`config.mk`:
```
export PLATFORM = sky130hd
export DESIGN_NAME = smc_top
export DESIGN_NICKNAME = d
export VERILOG_FILES = /design/src/rtl/smc_pkg.sv /design/src/rtl/smc_wake_if.sv /design/src/rtl/smc_wake_timer.sv /design/src/rtl/smc_top.sv
export SDC_FILE = /design/constraint.sdc
export NUM_CORES = 1
export LEC_CHECK = 0
export BUFFER_PORTS_ARGS = -buffer_cell sky130_fd_sc_hd__buf_4
export CAP_MARGIN = 15
export CELL_PAD_IN_SITES_DETAIL_PLACEMENT = 0
export CELL_PAD_IN_SITES_GLOBAL_PLACEMENT = 1
export CORE_UTILIZATION = 32
export CTS_CLUSTER_DIAMETER = 200
export DETAILED_ROUTE_END_ITERATION = 16
export PLACE_DENSITY_LB_ADDON = 0.2
export SLEW_MARGIN = 20
export SYNTH_ARGS = -nofsm -noshare
export SYNTH_HDL_FRONTEND = slang
export SYNTH_SLANG_ARGS = --single-unit
```
`constraint.sdc`:
```
create_clock -name clk_sys -period 1.85 [get_ports clk_sys]
set_input_delay 0.185 -clock clk_sys [delete_from_list [all_inputs] [get_ports clk_sys]]
set_output_delay 0.185 -clock clk_sys [all_outputs]
set_load 0.02 [all_outputs]
```
`src/rtl/smc_pkg.sv`:
```
// constants, fields and types shared by the sleep controller files
package smc_pkg;

  // ==========================================================
  // register map (byte offsets on the plain register port)
  localparam logic [7:0] REG_CTRL  = 8'h00;
  localparam logic [7:0] REG_VREG  = 8'h01;
  localparam logic [7:0] REG_STAT  = 8'h02;
  localparam logic [7:0] CTRL_RST  = 8'h00;
  localparam logic [7:0] VREG_RST  = 8'h00;
  localparam logic [7:0] CTRL_MASK = 8'h0F;
  localparam logic [7:0] VREG_MASK = 8'h17;
  localparam logic [7:0] RD_ZERO   = 8'h00;

  // ==========================================================
  // field positions
  localparam int SEN_BIT   = 0;
  localparam int SLEEP_MODE_SELECT_LSB = 1;
  localparam int SLEEP_MODE_SELECT_MSB = 3;
  localparam int REGULATOR_POWER_MODE_LSB = 0;
  localparam int REGULATOR_POWER_MODE_MSB = 2;
  localparam int HTLL_BIT  = 4;

  // ==========================================================
  // field encodings
  localparam logic [2:0] SM_IDLE  = 3'h0;
  localparam logic [2:0] SM_STDBY = 3'h1;
  localparam logic [2:0] SM_PDOWN = 3'h2;
  localparam logic [2:0] PM_AUTO  = 3'h0;
  localparam logic [2:0] PM_FULL  = 3'h1;
  localparam logic [1:0] BOD_ACT_WAIT = 2'h3;
  localparam logic [1:0] LUT_FILT_OFF = 2'h0;
  localparam logic [1:0] LUT_EDGE_OFF = 2'h0;

  // ==========================================================
  // timing: base wake latency in peripheral clocks, unlock window
  localparam logic [3:0] WAKE_BASE_CYC = 4'h6;
  localparam logic [3:0] WAKE_LAST     = WAKE_BASE_CYC - 4'h1;
  localparam logic [3:0] WAKE_FIRST    = 4'h1;
  localparam logic [2:0] CCP_WINDOW    = 3'h4;

  // ==========================================================
  // wake source vector positions
  localparam int WK_PIN   = 0;
  localparam int WK_VLM   = 1;
  localparam int WK_MVIO  = 2;
  localparam int WK_RTC   = 3;
  localparam int WK_PIT   = 4;
  localparam int WK_TWI   = 5;
  localparam int WK_CCL   = 6;
  localparam int WK_USART = 7;
  localparam int WK_TCA   = 8;
  localparam int WK_OTHER = 9;
  localparam int NWAKE    = 10;

  // gray along active -> sleep -> wake; wake -> active flips both bits
  typedef enum logic [1:0] {
    ST_ACTIVE = 2'h0,
    ST_SLEEP  = 2'h1,
    ST_WAKE   = 2'h3
  } smc_state_t;

  // only three sleep mode encodings are defined
  function automatic logic smc_mode_ok(input logic [2:0] m);
    smc_mode_ok = (m == SM_IDLE) || (m == SM_STDBY) || (m == SM_PDOWN);
  endfunction

endpackage

```
`src/rtl/smc_wake_if.sv`:
```
// wake latency handshake between the controller and its timer
`timescale 1ns/1ps
interface smc_wake_if;
  logic start;
  logic need_osc;
  logic need_vreg;
  logic need_bod;
  logic osc_ready;
  logic vreg_ready;
  logic bod_ready;
  logic done;

  modport ctl (output start, need_osc, need_vreg, need_bod,
               output osc_ready, vreg_ready, bod_ready, input done);
  modport tmr (input start, need_osc, need_vreg, need_bod,
               input osc_ready, vreg_ready, bod_ready, output done);
endinterface

```
`src/rtl/smc_wake_timer.sv`:
```
// wake-up latency timer: base cycles plus oscillator, regulator, brown-out waits
`timescale 1ns/1ps
module smc_wake_timer (
  input wire logic clk_sys,
  input wire logic rst_n,
  smc_wake_if.tmr  wif
);
  import smc_pkg::*;

  logic [3:0] cnt_q;
  logic       busy_q;
  logic       osc_q;
  logic       vreg_q;
  logic       bod_q;
  wire        base_ok;
  wire        extra_ok;

  // ==========================================================
  // completion: every enabled wait is over, base count reached
  assign base_ok  = busy_q && (cnt_q == WAKE_LAST);
  assign extra_ok = (!osc_q || wif.osc_ready) && (!vreg_q || wif.vreg_ready)
                  && (!bod_q || wif.bod_ready);
  assign wif.done = base_ok && extra_ok;

  // needs latched at start; the gates change once waking begins
  always_ff @(posedge clk_sys or negedge rst_n) begin
    if (!rst_n) begin
      busy_q <= 1'b0;
      osc_q  <= 1'b0;
      vreg_q <= 1'b0;
      bod_q  <= 1'b0;
    end else if (wif.start) begin
      busy_q <= 1'b1;
      osc_q  <= wif.need_osc;
      vreg_q <= wif.need_vreg;
      bod_q  <= wif.need_bod;
    end else if (wif.done) begin
      busy_q <= 1'b0;
    end
  end

  // counter saturates at the last base cycle while waits run
  always_ff @(posedge clk_sys or negedge rst_n) begin
    if (!rst_n) begin
      cnt_q <= 4'h0;
    end else if (wif.start) begin
      cnt_q <= WAKE_FIRST;
    end else if (busy_q && cnt_q != WAKE_LAST) begin
      cnt_q <= cnt_q + 4'h1;
    end
  end

  // ==========================================================
  // assertions
  property p_base_latency;
    @(posedge clk_sys) disable iff (!rst_n)
    wif.start && !wif.need_osc && !wif.need_vreg && !wif.need_bod
      |-> ##5 wif.done;
  endproperty
  a_base_latency: assert property (p_base_latency)
    else $error("wake latency is not six cycles");

  property p_no_early_done;
    @(posedge clk_sys) disable iff (!rst_n)
    wif.start |=> !wif.done [*4];
  endproperty
  a_no_early_done: assert property (p_no_early_done)
    else $error("wake finished before the base latency");

  property p_bod_hold;
    @(posedge clk_sys) disable iff (!rst_n)
    busy_q && bod_q && !wif.bod_ready |-> !wif.done;
  endproperty
  a_bod_hold: assert property (p_bod_hold)
    else $error("wake finished before brown-out ready");

endmodule

```
`src/rtl/smc_top.sv`:
```
// sleep controller: mode select, clock gating, wake sources, protected regulator
//
// Our own choice: the address-and-strobe port.
`timescale 1ns/1ps
module smc_top #(
  parameter logic [7:0] CCP_IO_REGISTER_KEY_KEY = 8'hA5  // arbitrary value
) (
  input  wire logic                     clk_sys,
  input  wire logic                     rst_n,
  input  wire logic [7:0]               reg_addr,
  input  wire logic [7:0]               reg_wdata,
  input  wire logic                     reg_wr,
  input  wire logic                     reg_rd,
  output      logic [7:0]               reg_rdata,
  input  wire logic                     ccp_key_wr,
  input  wire logic [7:0]               ccp_key_data,
  input  wire logic                     instr_retire,
  input  wire logic                     sleep_instr,
  input  wire logic [smc_pkg::NWAKE-1:0] wake_irq,
  input  wire logic                     debug_break,
  input  wire logic                     main_run_stdby,
  input  wire logic                     rtc_run_stdby,
  input  wire logic                     ccl_run_stdby,
  input  wire logic                     tca_run_stdby,
  input  wire logic [1:0]               lut_filter_select,
  input  wire logic [1:0]               lut_edge_detect,
  input  wire logic [1:0]               bod_active_mode,
  input  wire logic                     bod_sampled_mode,
  input  wire logic                     wdt_enabled,
  input  wire logic                     pit_enabled,
  input  wire logic                     osc_ready,
  input  wire logic                     vreg_ready,
  input  wire logic                     bod_ready,
  output      logic                     cpu_run,
  output      logic                     sleeping,
  output      logic                     main_clk_en,
  output      logic                     ccl_clk_en,
  output      logic                     tcd_clk_en,
  output      logic                     periph_clk_en,
  output      logic                     rtc_count_en,
  output      logic                     internal_32k_oscillator_en,
  output      logic                     bod_osc_en,
  output      logic                     vreg_low_power,
  output      logic                     hot_leak_en
);
  import smc_pkg::*;

  smc_state_t  state_q;
  smc_state_t  state_d;
  logic [7:0]  ctrl_q;
  logic [7:0]  vreg_q;
  logic [2:0]  mode_q;
  logic [2:0]  win_q;
  logic [2:0]  win_d;
  logic [7:0]  rdata_q;
  logic [8:0]  gate_q;
  logic [8:0]  gate_d;

  smc_wake_if wif ();

  // ==========================================================
  // register decode
  wire        wr_ctrl  = reg_wr && (reg_addr == REG_CTRL);
  wire        wr_vreg  = reg_wr && (reg_addr == REG_VREG) && (win_q != 3'h0);
  wire        key_ok   = ccp_key_wr && (ccp_key_data == CCP_IO_REGISTER_KEY_KEY);
  wire [2:0]  sleep_mode_select    = ctrl_q[SLEEP_MODE_SELECT_MSB:SLEEP_MODE_SELECT_LSB];
  wire        sleep_enable_bit      = ctrl_q[SEN_BIT];
  wire [2:0]  regulator_power_mode    = vreg_q[REGULATOR_POWER_MODE_MSB:REGULATOR_POWER_MODE_LSB];
  wire        pm_auto  = (regulator_power_mode == PM_AUTO);
  // low leakage only acts in automatic mode; the gating keeps it for power-down
  wire        htll     = vreg_q[HTLL_BIT] && pm_auto;
  wire [7:0]  stat_val = {4'h0, state_q, mode_q[1:0]};
  wire [7:0]  rd_mux   = (reg_addr == REG_CTRL) ? ctrl_q :
                         (reg_addr == REG_VREG) ? vreg_q :
                         (reg_addr == REG_STAT) ? stat_val : RD_ZERO;

  // ==========================================================
  // unlock window: opened by the key, closed by retiring instructions
  assign win_d = key_ok ? CCP_WINDOW :
                 (instr_retire && win_q != 3'h0) ? win_q - 3'h1 : win_q;

  always_ff @(posedge clk_sys or negedge rst_n) begin
    if (!rst_n) begin
      win_q <= 3'h0;
    end else begin
      win_q <= win_d;
    end
  end

  // register writes; protected one ignored outside the window
  always_ff @(posedge clk_sys or negedge rst_n) begin
    if (!rst_n) begin
      ctrl_q <= CTRL_RST;
      vreg_q <= VREG_RST;
    end else begin
      if (wr_ctrl) ctrl_q <= reg_wdata & CTRL_MASK;
      if (wr_vreg) vreg_q <= reg_wdata & VREG_MASK;
    end
  end

  // read data stands only in the cycle after the strobe
  always_ff @(posedge clk_sys or negedge rst_n) begin
    if (!rst_n) begin
      rdata_q <= RD_ZERO;
    end else begin
      rdata_q <= reg_rd ? rd_mux : RD_ZERO;
    end
  end
  assign reg_rdata = rdata_q;

  // ==========================================================
  // wake source qualification by the mode being slept in
  wire m_idle  = (mode_q == SM_IDLE);
  wire m_stdby = (mode_q == SM_STDBY);
  wire m_pdown = (mode_q == SM_PDOWN);
  wire lut_async = (lut_filter_select == LUT_FILT_OFF)
                 && (lut_edge_detect == LUT_EDGE_OFF);

  // port logic raises the pin bit only when asynchronous sensing is set
  wire [NWAKE-1:0] wk_stdby = {1'b0, tca_run_stdby, 1'b1, 1'b1, 1'b1,
                               1'b0, rtc_run_stdby, 1'b1, 1'b1, 1'b1};
  wire [NWAKE-1:0] wk_pdown = {1'b0, 1'b0, 1'b0, lut_async && !htll,
                               !htll, 1'b1, 1'b0, 1'b1, 1'b1, 1'b1};
  wire [NWAKE-1:0] wk_idle  = {1'b1, 1'b1, 1'b0, 1'b1, 1'b1,
                               1'b1, 1'b1, 1'b1, 1'b1, 1'b1};
  wire [NWAKE-1:0] wk_mask  = m_idle ? wk_idle :
                              m_stdby ? wk_stdby :
                              m_pdown ? wk_pdown : '0;
  // a debug break wakes even with no interrupt pending
  wire wake_req = (|(wake_irq & wk_mask)) || debug_break;

  // ==========================================================
  // sleep sequencing
  wire enter = sleep_instr && sleep_enable_bit && smc_mode_ok(sleep_mode_select);
  assign wif.start = (state_q == ST_SLEEP) && wake_req;

  always_comb begin
    state_d = state_q;
    case (state_q)
      ST_ACTIVE: begin
        if (enter) state_d = ST_SLEEP;
      end
      ST_SLEEP: begin
        if (wake_req) state_d = ST_WAKE;
      end
      ST_WAKE: begin
        if (wif.done) state_d = ST_ACTIVE;
      end
      default: begin
        state_d = ST_ACTIVE;
      end
    endcase
  end

  // mode captured on entry so later writes cannot shift the gating
  always_ff @(posedge clk_sys or negedge rst_n) begin
    if (!rst_n) begin
      state_q <= ST_ACTIVE;
      mode_q  <= SM_IDLE;
    end else begin
      state_q <= state_d;
      if (state_q == ST_ACTIVE && enter) mode_q <= sleep_mode_select;
    end
  end

  // ==========================================================
  // clock and power gating, computed for the next state
  wire [2:0] mode_n = (state_q == ST_ACTIVE && enter) ? sleep_mode_select : mode_q;
  wire asleep_n = (state_d == ST_SLEEP);
  wire idle_n   = !asleep_n || (mode_n == SM_IDLE);
  wire stdby_n  = asleep_n && (mode_n == SM_STDBY);
  wire pdown_n  = asleep_n && (mode_n == SM_PDOWN);
  wire main_n   = idle_n || (stdby_n && main_run_stdby);
  wire lowreg_n = pm_auto && (stdby_n || pdown_n) && !main_n;

  assign gate_d = {
    htll && pdown_n,                                                        // low leakage
    lowreg_n,                                                               // regulator low
    bod_sampled_mode,
    !pdown_n || wdt_enabled || bod_sampled_mode || pit_enabled,
    idle_n || (stdby_n && rtc_run_stdby),
    idle_n,                                                                 // other periphs
    idle_n,                                                                 // waveform timer
    idle_n || (stdby_n && ccl_run_stdby),
    main_n
  };

  // registered so gate outputs never glitch on decode
  always_ff @(posedge clk_sys or negedge rst_n) begin
    if (!rst_n) begin
      gate_q <= 9'h07F;
    end else begin
      gate_q <= gate_d;
    end
  end

  assign main_clk_en    = gate_q[0];
  assign ccl_clk_en     = gate_q[1];
  assign tcd_clk_en     = gate_q[2];
  assign periph_clk_en  = gate_q[3];
  assign rtc_count_en   = gate_q[4];
  assign internal_32k_oscillator_en      = gate_q[5];
  assign bod_osc_en     = gate_q[6];
  assign vreg_low_power = gate_q[7];
  assign hot_leak_en    = gate_q[8];
  assign cpu_run        = (state_q == ST_ACTIVE);
  assign sleeping       = (state_q == ST_SLEEP);

  // ==========================================================
  // wake latency timer; extra waits for a stopped main clock or lowered regulator, and for brown-out when set to wait
  assign wif.need_osc   = !main_clk_en;
  assign wif.need_vreg  = vreg_low_power;
  assign wif.need_bod   = (bod_active_mode == BOD_ACT_WAIT);
  assign wif.osc_ready  = osc_ready;
  assign wif.vreg_ready = vreg_ready;
  assign wif.bod_ready  = bod_ready;

  smc_wake_timer u_timer (
    .clk_sys (clk_sys),
    .rst_n   (rst_n),
    .wif     (wif)
  );

  // ==========================================================
  // assertions
  property p_prot_block;
    @(posedge clk_sys) disable iff (!rst_n)
    reg_wr && reg_addr == REG_VREG && win_q == 3'h0 |=> vreg_q == $past(vreg_q);
  endproperty
  a_prot_block: assert property (p_prot_block)
    else $error("protected register changed without unlock");

  property p_key_window;
    @(posedge clk_sys) disable iff (!rst_n)
    key_ok ##1 (instr_retire && !ccp_key_wr) [*4] |=> win_q == 3'h0;
  endproperty
  a_key_window: assert property (p_key_window)
    else $error("unlock window not closed after four instructions");

  property p_reserved_mode;
    @(posedge clk_sys) disable iff (!rst_n)
    state_q == ST_ACTIVE && sleep_instr && !smc_mode_ok(sleep_mode_select) |=> state_q == ST_ACTIVE;
  endproperty
  a_reserved_mode: assert property (p_reserved_mode)
    else $error("slept on a reserved mode");

  property p_need_sen;
    @(posedge clk_sys) disable iff (!rst_n)
    state_q == ST_ACTIVE && sleep_instr && !sleep_enable_bit |=> cpu_run;
  endproperty
  a_need_sen: assert property (p_need_sen)
    else $error("slept without sleep enable");

  property p_debug_wake;
    @(posedge clk_sys) disable iff (!rst_n)
    sleeping && debug_break |=> state_q == ST_WAKE;
  endproperty
  a_debug_wake: assert property (p_debug_wake)
    else $error("debug break did not wake");

  property p_pdown_gates;
    @(posedge clk_sys) disable iff (!rst_n)
    sleeping && m_pdown |-> !main_clk_en && !ccl_clk_en && !tcd_clk_en;
  endproperty
  a_pdown_gates: assert property (p_pdown_gates)
    else $error("high-frequency clock on in power-down");

  property p_idle_main;
    @(posedge clk_sys) disable iff (!rst_n)
    sleeping && m_idle |-> main_clk_en && tcd_clk_en;
  endproperty
  a_idle_main: assert property (p_idle_main)
    else $error("main clock stopped in idle");

  property p_twi_htll;
    @(posedge clk_sys) disable iff (!rst_n)
    sleeping && m_pdown && htll && !debug_break && wake_irq == (10'h001 << WK_TWI)
      |=> sleeping;
  endproperty
  a_twi_htll: assert property (p_twi_htll)
    else $error("address match woke low leakage power-down");

  property p_stdby_ccl;
    @(posedge clk_sys) disable iff (!rst_n)
    sleeping && m_stdby && !ccl_run_stdby |-> !ccl_clk_en;
  endproperty
  a_stdby_ccl: assert property (p_stdby_ccl)
    else $error("logic cell clock on in standby");

  c_idle_wake: cover property (@(posedge clk_sys) disable iff (!rst_n)
    sleeping && m_idle ##1 state_q == ST_WAKE ##5 cpu_run);
  c_pdown_wake: cover property (@(posedge clk_sys) disable iff (!rst_n)
    sleeping && m_pdown && wake_irq[WK_PIN]);
  c_prot_write: cover property (@(posedge clk_sys) disable iff (!rst_n)
    wr_vreg);

endmodule

```
# Word level (Yosys, flattened, before mapping)
# Cells that the tools add are included.
[word_totals]
output_inout_bits = 19
ff_bits = 38
input_bits = 58
[classes]
n_addsub = 2
n_eq_ne = 15
n_bitwise = 1
n_mux = 18
reduce_logical = 60
[ops]
columns = ["operator", "count"]
rows = [
  ["$logic_and 1x1->1", 25],
  ["$mux 5", 3],
  ["$logic_or 1x1->1", 14],
  ["$logic_not 3->1", 4],
  ["$mux 4", 3],
  ["$and 10x10->10", 1],
  ["$mux 10", 1],
  ["$reduce_or 10->1", 1],
  ["$eq 3x1->1 const B", 3],
  ["$eq 3x2->1 const B", 3],
  ["$mux 3", 3],
  ["$mux 9", 1],
  ["$eq 8x1->1 const B", 1],
  ["$eq 8x2->1 const B", 1],
  ["$eq 8x8->1 const B", 1],
  ["$logic_not 1->1", 8],
  ["$logic_not 8->1", 1],
  ["$mux 7", 1],
  ["$logic_not 2->1", 3],
  ["$mux 2", 3],
  ["$pmux 2 s3", 1],
  ["$reduce_bool 2->1", 3],
  ["$add 4x1->4 const B", 1],
  ["$eq 2x1->1 const B", 2],
  ["other kinds (6)", 8],
]

# Longest topological paths before layout
# Gate-level depths: netlist of run 1.
[logic_depth]
depth_word = 18
depth_mapped = 7
ltp_nobuf = 7

# Modules after synthesis
# From an unflattened synthesis of run 1, not the netlist that was laid out.
[unflattened]
hier_cells = 186
area_unflattened_um2 = 1911.8
[modules_own_cells]
columns = ["mod", "seq_area_each_um2", "n_inst", "area_each_um2", "cells_per_inst"]
rows = [
  ["smc_top", 733.2, 1, 1480.2, 145],
  ["smc_wake_timer", 200.2, 1, 431.7, 41],
]

# Worst setup path after synthesis of run 1
# Ideal clock, no wire load.
[synth_timing]
kind = "register to register"
start = "reg vreg_q[0]"
end = "reg gate_q[5]"
setup_ns = 0.086
period_less_slack_ns = 1.953
slack_ns = -0.103
path_stages_with_launch = 6
path_buffers = 0
arrival_time_ns = 1.867
t_required_ns = 1.764
path_cell_list = "dfrtp_1 or4b_2 o21ai_1 or2_2 nand4_1 a2111o_1"
[synth_via]
elab_chain_cells = 18
[synth_rtl]
columns = ["element", "line_no", "source"]
rows = [
  ["start: declaration", "smc_top.sv:51", "logic [7:0] vreg_q;"],
  ["start signal: assignment", "smc_top.sv:97", "if (wr_vreg) vreg_q <= reg_wdata & VREG_MASK;"],
  ["$logic_not 3->1 (*)", "smc_top.sv:69", "wire pm_auto = (regulator_power_mode == PM_AUTO);"],
  ["$logic_and 1x1->1 (*)", "smc_top.sv:71", "wire htll = vreg_q[HTLL_BIT] && pm_auto;"],
  ["$logic_not 1->1 (*)", "smc_top.sv:122, smc_top.sv:123", ""],
  ["$logic_and 1x1->1", "smc_top.sv:122", "wire [NWAKE-1:0] wk_pdown = {1'b0, 1'b0, 1'b0, lut_async && !htll,"],
  ["$mux 7 (*)", "smc_top.sv:128", "m_pdown ? wk_pdown : '0;"],
  ["$mux 9 (*)", "smc_top.sv:127", "m_stdby ? wk_stdby :"],
  ["$mux 10 (*)", "smc_top.sv:126", "wire [NWAKE-1:0] wk_mask = m_idle ? wk_idle :"],
  ["$and 10x10->10 (*)", "smc_top.sv:130", "wire wake_req = (|(wake_irq & wk_mask)) || debug_break;"],
  ["$reduce_or 10->1 (*)", "smc_top.sv:130", ""],
  ["$logic_or 1x1->1 (*)", "smc_top.sv:130", ""],
  ["$mux 2 (*)", "smc_top.sv:144", "if (wake_req) state_d = ST_WAKE;"],
  ["$pmux 2 s3 (*)", "smc_top.sv:139", "case (state_q)"],
  ["$eq 2x1->1 (*)", "smc_top.sv:169", "wire asleep_n = (state_d == ST_SLEEP);"],
  ["$logic_and 1x1->1 (*)", "smc_top.sv:172", "wire pdown_n = asleep_n && (mode_n == SM_PDOWN);"],
  ["$logic_not 1->1 (*)", "smc_top.sv:180", "!pdown_n || wdt_enabled || bod_sampled_mode || pit_enabled,"],
  ["$logic_or 1x1->1 (*) (3 in series)", "smc_top.sv:180", ""],
  ["named net gate_d[5]", "smc_top.sv:57", "logic [8:0] gate_d;"],
  ["end signal: assignment", "smc_top.sv:193", "gate_q <= gate_d;"],
  ["end: declaration", "smc_top.sv:56", "logic [8:0] gate_q;"],
]
# The timed path passes the listed nets; every way through them passes the cells marked *.
# A chain may end at the register's enable or synchronous reset.

# Worst setup path after layout of run 1
# Same ends and word-level chain as after synthesis.

==> results of run 1 <==
synth_stat cells, types with 2 or more instances:
cell,count
nor4_1,3
or2_2,2
ha_1,4
clkbuf_1,4
nand4_1,2
mux2i_1,7
a211oi_1,2
buf_4,4
or3_1,3
a211o_1,3
o21ai_0,7
xnor2_1,2
nand2_1,13
nand3b_1,2
dfstp_2,6
nand2b_1,2
a21o_1,2
dfrtp_1,31
a21oi_1,6
nand3_1,2
inv_1,11
mux2_4,4
nor2b_1,3
mux2_2,6
nor3_1,6
nor2_1,21
per-layer routing:
metal	global-route usage [%]	vias up	wire length [um]
met2	25.61	43	1982
met4	6.111	0	80
li1	-	809	-
met5	0	-	0
met3	3.721	9	187
met1	21.29	743	2162
registers in the layout, summed over array words and instances, names as in the netlist:
signal          flops
state_q             2
ctrl_q              4
u_timer.cnt_q       4
u_timer.osc_q       1
u_timer.busy_q      1
gate_q              8
reg_rdata           5
u_timer.bod_q       1
vreg_q              4
win_q               3
mode_q              3
u_timer.vreg_q      1
timing repair:
item | in CTS | in global routing
endpoints found under the setup margin | 0 | 12
hold buffers | 1 | 1
hold endpoints to repair | 31 | 1
resized for setup | 0 | 5
stage by stage:
stage	hold WS, ns	TNS, ns	area, um2
6_report	0.08709	0	2783
5_1_grt	0.08358	-0.05404	2783
4_1_cts	0.002067	0	2759
3_5_place_dp	0.1823	-0.8046	2615
3_3_place_gp	0.1779	-0.8322	2615
2_1_floorplan	-0.1106	-0.04207	1887
worst max-delay path by stage:
stage	start	endpoint	slack [ns]	cells past startpoint
after floorplan	reg_addr[7]	vreg_q[0]$_DFFE_PN0P_	-0.01	5
after global placement	reg_addr[7]	vreg_q[0]$_DFFE_PN0P_	-0.16	6
after detailed placement	reg_addr[7]	vreg_q[2]$_DFFE_PN0P_	-0.18	6
after CTS	vreg_q[0]$_DFFE_PN0P_	gate_q[5]$_DFF_PN1_	0.005	5
after global routing	vreg_q[0]$_DFFE_PN0P_	gate_q[5]$_DFF_PN1_	-0.05	5
final	vreg_q[0]$_DFFE_PN0P_	gate_q[5]$_DFF_PN1_	0.004	5
final cells by class:
type	count	area (um2)
timing repair buffer	93	703.2
inverter	11	41.29
clock buffer	5	68.82
clock inverter	3	65.06
sequential	37	933.4
multi-input combinational	125	880.8
fill	556	2758
tap	72	90.09
cell families (layout without fill, tap and decap cells):
logic type      count (synthesis)  in the layout  share of synthesized area [%]
simple gates                   69             69                          19.89
flops                          37             37                          50.13
compound gates                 29             29                          10.42
buf+inv                        19            112                          4.637
mux                            17             17                          10.62
fa+ha+maj                       4              4                          2.688
xor+xnor                        3              3                          1.412
other cells                     1              3                         0.2014
power by group:
part	internal, W	switching [W]
Combinational	0.000472	0.000415
Sequential	0.000937	0.0000876
Clock	0.000535	0.000288
cell usage in the layout (no fill, tap or decap), types with 2 or more instances in the layout:
cell,n
ha_1,3
a21o_1,2
dfstp_2,6
o21ai_0,5
conb_1,3
mux2_2,6
clkbuf_8,5
buf_4,91
mux2_4,4
a21oi_1,6
dfrtp_1,31
nand2b_1,2
a211oi_1,2
nor4_1,3
nor2_1,21
bufinv_16,2
dlygate4sd3_1,2
or3_1,3
nor2b_1,3
inv_1,11
mux2i_1,7
nor3_1,6
or4b_4,2
nand3b_1,2
nand2_1,13
xnor2_1,2
nand4_1,2
a211o_1,3
o21ai_1,2
nand3_1,2
==> impl_metrics.csv, run 1 <==
group,metric,value,unit
run_status,status,"finished, final reports clean",
global_routing,antenna_found_initial,0,
hold_path,worstHoldStart,"pit_enabled",
synthesis,ys_ff_latch,37,
worst_setup_path,required,2.07,ns
worst_setup_path,cp_max_fo,3,
die,ios,77,
clocking,numCtsBuffers,5,
final_layout,area_growth,49.46,%
die,die_x,78.28,um
global_routing,grt_pass1_wl,7734,um
worst_setup_path,endpoint_kind,"register",
final_layout,insertedDiodeCount,0,
run,max_cap_viol_count,0,
synthesis,yosysTopAreaCell,"dfrtp_1",
synthesis,synth_area_per_cell,10.40,um2
place,io_buffers,70,
die,dieArea,6127,um2
final_layout,utilization,50.23,%
clocking,cts_buffer_depth,2,
worst_setup_path,critPathMaxStageDelay,0.56,ns
synthesis,yosysUniqueCellTypes,47,
detailed_routing,via_per_inst,4.636,
sta,fin_skew,0.004687,ns
global_routing,overflow,0,
hold_path,whs_endpoint,"gate_q[5]$_DFF_PN1_",
power,cellPowerDensity,983.1,nW/um2
hold_path,hold_class,"input port to register",
sta,timing.final.max_slew_violations,0,
worst_setup_path,startpoint_type,"register",
clocking,root_buffer,"clkbuf_8",
worst_setup_path,r2r-start,"vreg_q[0]$_DFFE_PN0P_",
synthesis,yosysWarnings,0,
final_layout,fin_nets,335,
worst_setup_path,crit_family,"simple AND/OR/NAND/NOR gates",
die,die_height,78.28,um
synthesis,synthCells,179,
worst_setup_path,reg2reg_to,"gate_q[5]$_DFF_PN1_",
synthesis,synth_edf_count,0,
worst_setup_path,crit_chain,"or4b_4 -> o21ai_2 -> or2_4 -> nand4_1 -> a2111o_1",
final_layout,fin_cells,346,
power,total_power,0.002736,W
detailed_routing,drt_pass1_iterations,4,
worst_setup_path,reg2reg_slack,0.004,ns
clocking,post_cts_buffers,0,
clocking,cts_tree,"done",
place,hpwl,3561,um
worst_setup_path,slowest_stage,"or4b_4",
clocking,cts.sinks,37,
synthesis,netlist_area,1862,um2
sta,tightestPinTransition,0.5732,ns
sta,final_hold_viol_count,0,
place,gp_congestion,0.7806,
detailed_routing,remaining_drc_errors,0,
detailed_routing,vias,1604,
power,total_leakage_power,1.384,nW
worst_setup_path,worst_ep_arrival_time,2.06,ns
worst_setup_path,crit_type,"register to register",
synthesis,ys_seq_area_share,50.13,%
detailed_routing,avgRoutedWirePerCell,12.75,um
place,pre_cts_ws,-0.1770,ns
sta,finalCriticalPeriod,1.846,ns
die,coreArea,5540,um2
die,initial_core_util,33.60,%
die,fp-row-count,27,
global_routing,grt_use_total,16.13,%
final_layout,drive_gt1_share,45.62,%
sta,rsz0062_at_grt,"true",
worst_setup_path,crit_buf_inv,0,
global_routing,grt_pass1_vias,1671,
clocking,clk_pin_slew,0.07,ns
clocking,clk-insertion-delay-late,0.29,ns
synthesis,ys.flop_type,"dfrtp_1",
sta,period_share,99.78,%
sta,max_freq,541.7,MHz
worst_setup_path,r2r_cells,5,
detailed_routing,wl,4412,um
synthesis,netlist.area_leader.share,41.67,%
power,ir_drop,0.0004626,V
clocking,cts_max_level,2,
place,dp.cells,336,
synthesis,synth_area_leaders,"dfrtp_1 (42%), dfstp_2 (8.5%), nor2_1 (4.2%)",
sta,final.setup.worst_slack,0.003995,ns
sta,slew_headroom,61.25,%
detailed_routing,drtIter0Drc,60,
synthesis,postSynth.asyncResetShare,100.0,%
global_routing,grt_max_degree,38,
detailed_routing,ant_nets,0,
sta,setup_violations,0,
hold_path,holdPathStages,2,
No activity file was read; power rests on OpenSTA's default activity.
==> run 2, diff against run 1 <==
- CAP_MARGIN: 15 -> default
- SETUP_SLACK_MARGIN: default -> 0.3
==> run 2 against run 1 <==
Clock-buffer cell count grew 2. Cell count grew 3.5%. Clock power shrank 12%. Global-route usage shrank 0.84 points. Hold slack lost 0.0047 ns. Sequential power is essentially flat. Critical path depth grew 1. Sequential cell count is the same. Die area is the same. Register-to-register slack gained 0.02 ns. Core utilization grew 4.7 points. First-iteration DRC count shrank 27%.
==> impl_metrics.csv, run 2 (same netlist as run 1, synthesis figures left out) <==
group,metric,value,unit
worst_setup_path,crit_type,"register to register",
die,fp-row-count,27,
final_layout,largest_reg_flops,8,
detailed_routing,vias,1663,
run,max_cap_viol_count,0,
sta,timing.final.max_slew_violations,0,
clocking,cts_tree,"done",
worst_setup_path,startpoint_type,"register",
clocking,cts_buffer_depth,2,
place,gp_congestion,0.7402,
final_layout,mostFrequentLayoutCells,"buf_4 (93), dfrtp_1 (29), nor2_1 (20)",
global_routing,grt_max_degree,38,
sta,tightestPinTransition,0.5437,ns
sta,final_hold_viol_count,0,
sta,finalCriticalPeriod,1.821,ns
place,io_buffers,70,
detailed_routing,via_per_inst,4.645,
worst_setup_path,endpoint_kind,"register",
sta,fin_skew,0.006985,ns
die,dieArea,6127,um2
global_routing,grt_pass1_wl,7293,um
global_routing,grt_use_total,15.29,%
final_layout,area_growth,63.31,%
final_layout,insertedDiodeCount,0,
final_layout,largest-register,"gate_q",
detailed_routing,remaining_drc_errors,0,
place,hpwl,3391,um
final_layout,fin_area,3040,um2
detailed_routing,avgRoutedWirePerCell,12.75,um
sta,setup_violations,0,
detailed_routing,wl,4563,um
sta,max_freq,549.0,MHz
power,total_leakage_power,1.461,nW
power,ir_drop,0.0005204,V
die,initial_core_util,33.60,%
final_layout,fin_nets,347,
worst_setup_path,worst_ep_arrival_time,2.00,ns
sta,slew_headroom,63.24,%
place,placed_area,2628,um2
clocking,cts_max_level,2,
clocking,numCtsBuffers,5,
global_routing,antenna_found_initial,0,
clocking,clk-insertion-delay-late,0.29,ns
hold_path,hold_class,"input port to register",
clocking,cts.sinks,37,
sta,rsz0062_at_grt,"true",
die,die_height,78.28,um
detailed_routing,ant_nets,0,
power,cellPowerDensity,980.3,nW/um2
final_layout,nFillCells,514,
die,die_x,78.28,um
final_layout,drive_gt1_share,54.55,%
detailed_routing,drt_pass1_iterations,6,
final_layout,final_common_cell,"buf_4",
worst_setup_path,cp_max_fo,4,
run_status,status,"finished, final reports clean",
sta,fin_hold_ws,0.08242,ns
worst_setup_path,required,2.03,ns
die,ios,77,
clocking,clk_pin_slew,0.07,ns
sta,period_share,98.46,%
detailed_routing,drtIter0Drc,44,
die,coreArea,5540,um2
global_routing,overflow,0,
global_routing,grt_pass1_vias,1617,
clocking,root_buffer,"clkbuf_8",
[run 2: cell types whose count changed in the layout (fill, tap and decap cells not counted), sizes merged]
cell	delta
buf	+12
clkbuf	+2
bufinv	-1
clkinv	-1
[run 2: where the power goes]
part	switching (W)	internal, W	total [W]
clock	0.000285	0.000440	0.000724
combinational	0.000537	0.000684	0.00122
sequential	0.0000975	0.000937	0.00103
total	0.000920	0.00206	0.00298
[run 2: final timing paths]
check | startpoint | endpoint | slack, ns | cells after the start
hold / removal | pit_enabled | gate_q[5]$_DFF_PN1_ | 0.08 | 2
setup reg to reg | mode_q[2]$_DFF_PN0_ | u_timer.vreg_q$_DFFE_PN0P_ | 0.03 | 6
hold reg to reg | win_q[2]$_DFFE_PN0P_ | win_q[2]$_DFFE_PN0P_ | 0.50 | 1
max in group asynchronous | rst_n | mode_q[0]$_DFF_PN0_ | 1.11 | 2
setup / recovery | mode_q[2]$_DFF_PN0_ | u_timer.vreg_q$_DFFE_PN0P_ | 0.03 | 6
min in group asynchronous | rst_n | u_timer.vreg_q$_DFFE_PN0P_ | 0.40 | 2
[run 2: per-layer routing]
metal / track usage [%] / wire, um / up-vias
li1: - / - / 838
met1: 19.71 / 2142 / 778
met2: 25.44 / 2164 / 45
met3: 3.605 / 233 / 2
met4: 4.444 / 23 / 0
met5: 0 / 0 / -
[run 2: critical path, cell delays in order, from the launching register on]
cell and delay (ns):
dfrtp_2 0.44, nor3b_4 0.27, o21ai_4 0.09, or2_4 0.27, buf_12 0.13, a21boi_4 0.20
mux2_4 0.32
[run 2: what timing repair did]
| action | CTS | global route |
|---|---|---|
| cloned | 0 | 0 |
| gates resized for setup | 19 | 21 |
| endpoints found under the hold margin | 31 | 1 |
| pin swaps | 9 | 10 |
| setup buffers | 7 | 6 |
| setup endpoints to repair | 25 | 26 |
| hold buffers | 1 | 1 |
[run 2: cell type report]
cell class,instances,area [um2],share of cell area [%]
multi-input cells,125,1017,33.46
flip-flops and latches,37,935.9,30.78
repair buffers,105,839.6,27.61
well taps,72,90.09,2.963
clock buffers,7,86.33,2.840
inverters,11,41.29,1.358
clock inverters,1,30.03,0.9877
[run 2: stage by stage]
stage               TNS (ns)  util (%)  std cells  setup slack, ns  power, W
finish                     0     54.88        358          0.02850  0.002981
global route         -0.1154     54.88        358         -0.05009  0.003173
CTS                        0     51.96        351          0.05229  0.002820
detailed placement   -0.9331     47.43        335          -0.1872  0.001928
global placement     -0.7950     47.43        335          -0.1596  0.001925
floorplan           -0.04207         -        181         -0.01052  0.001551
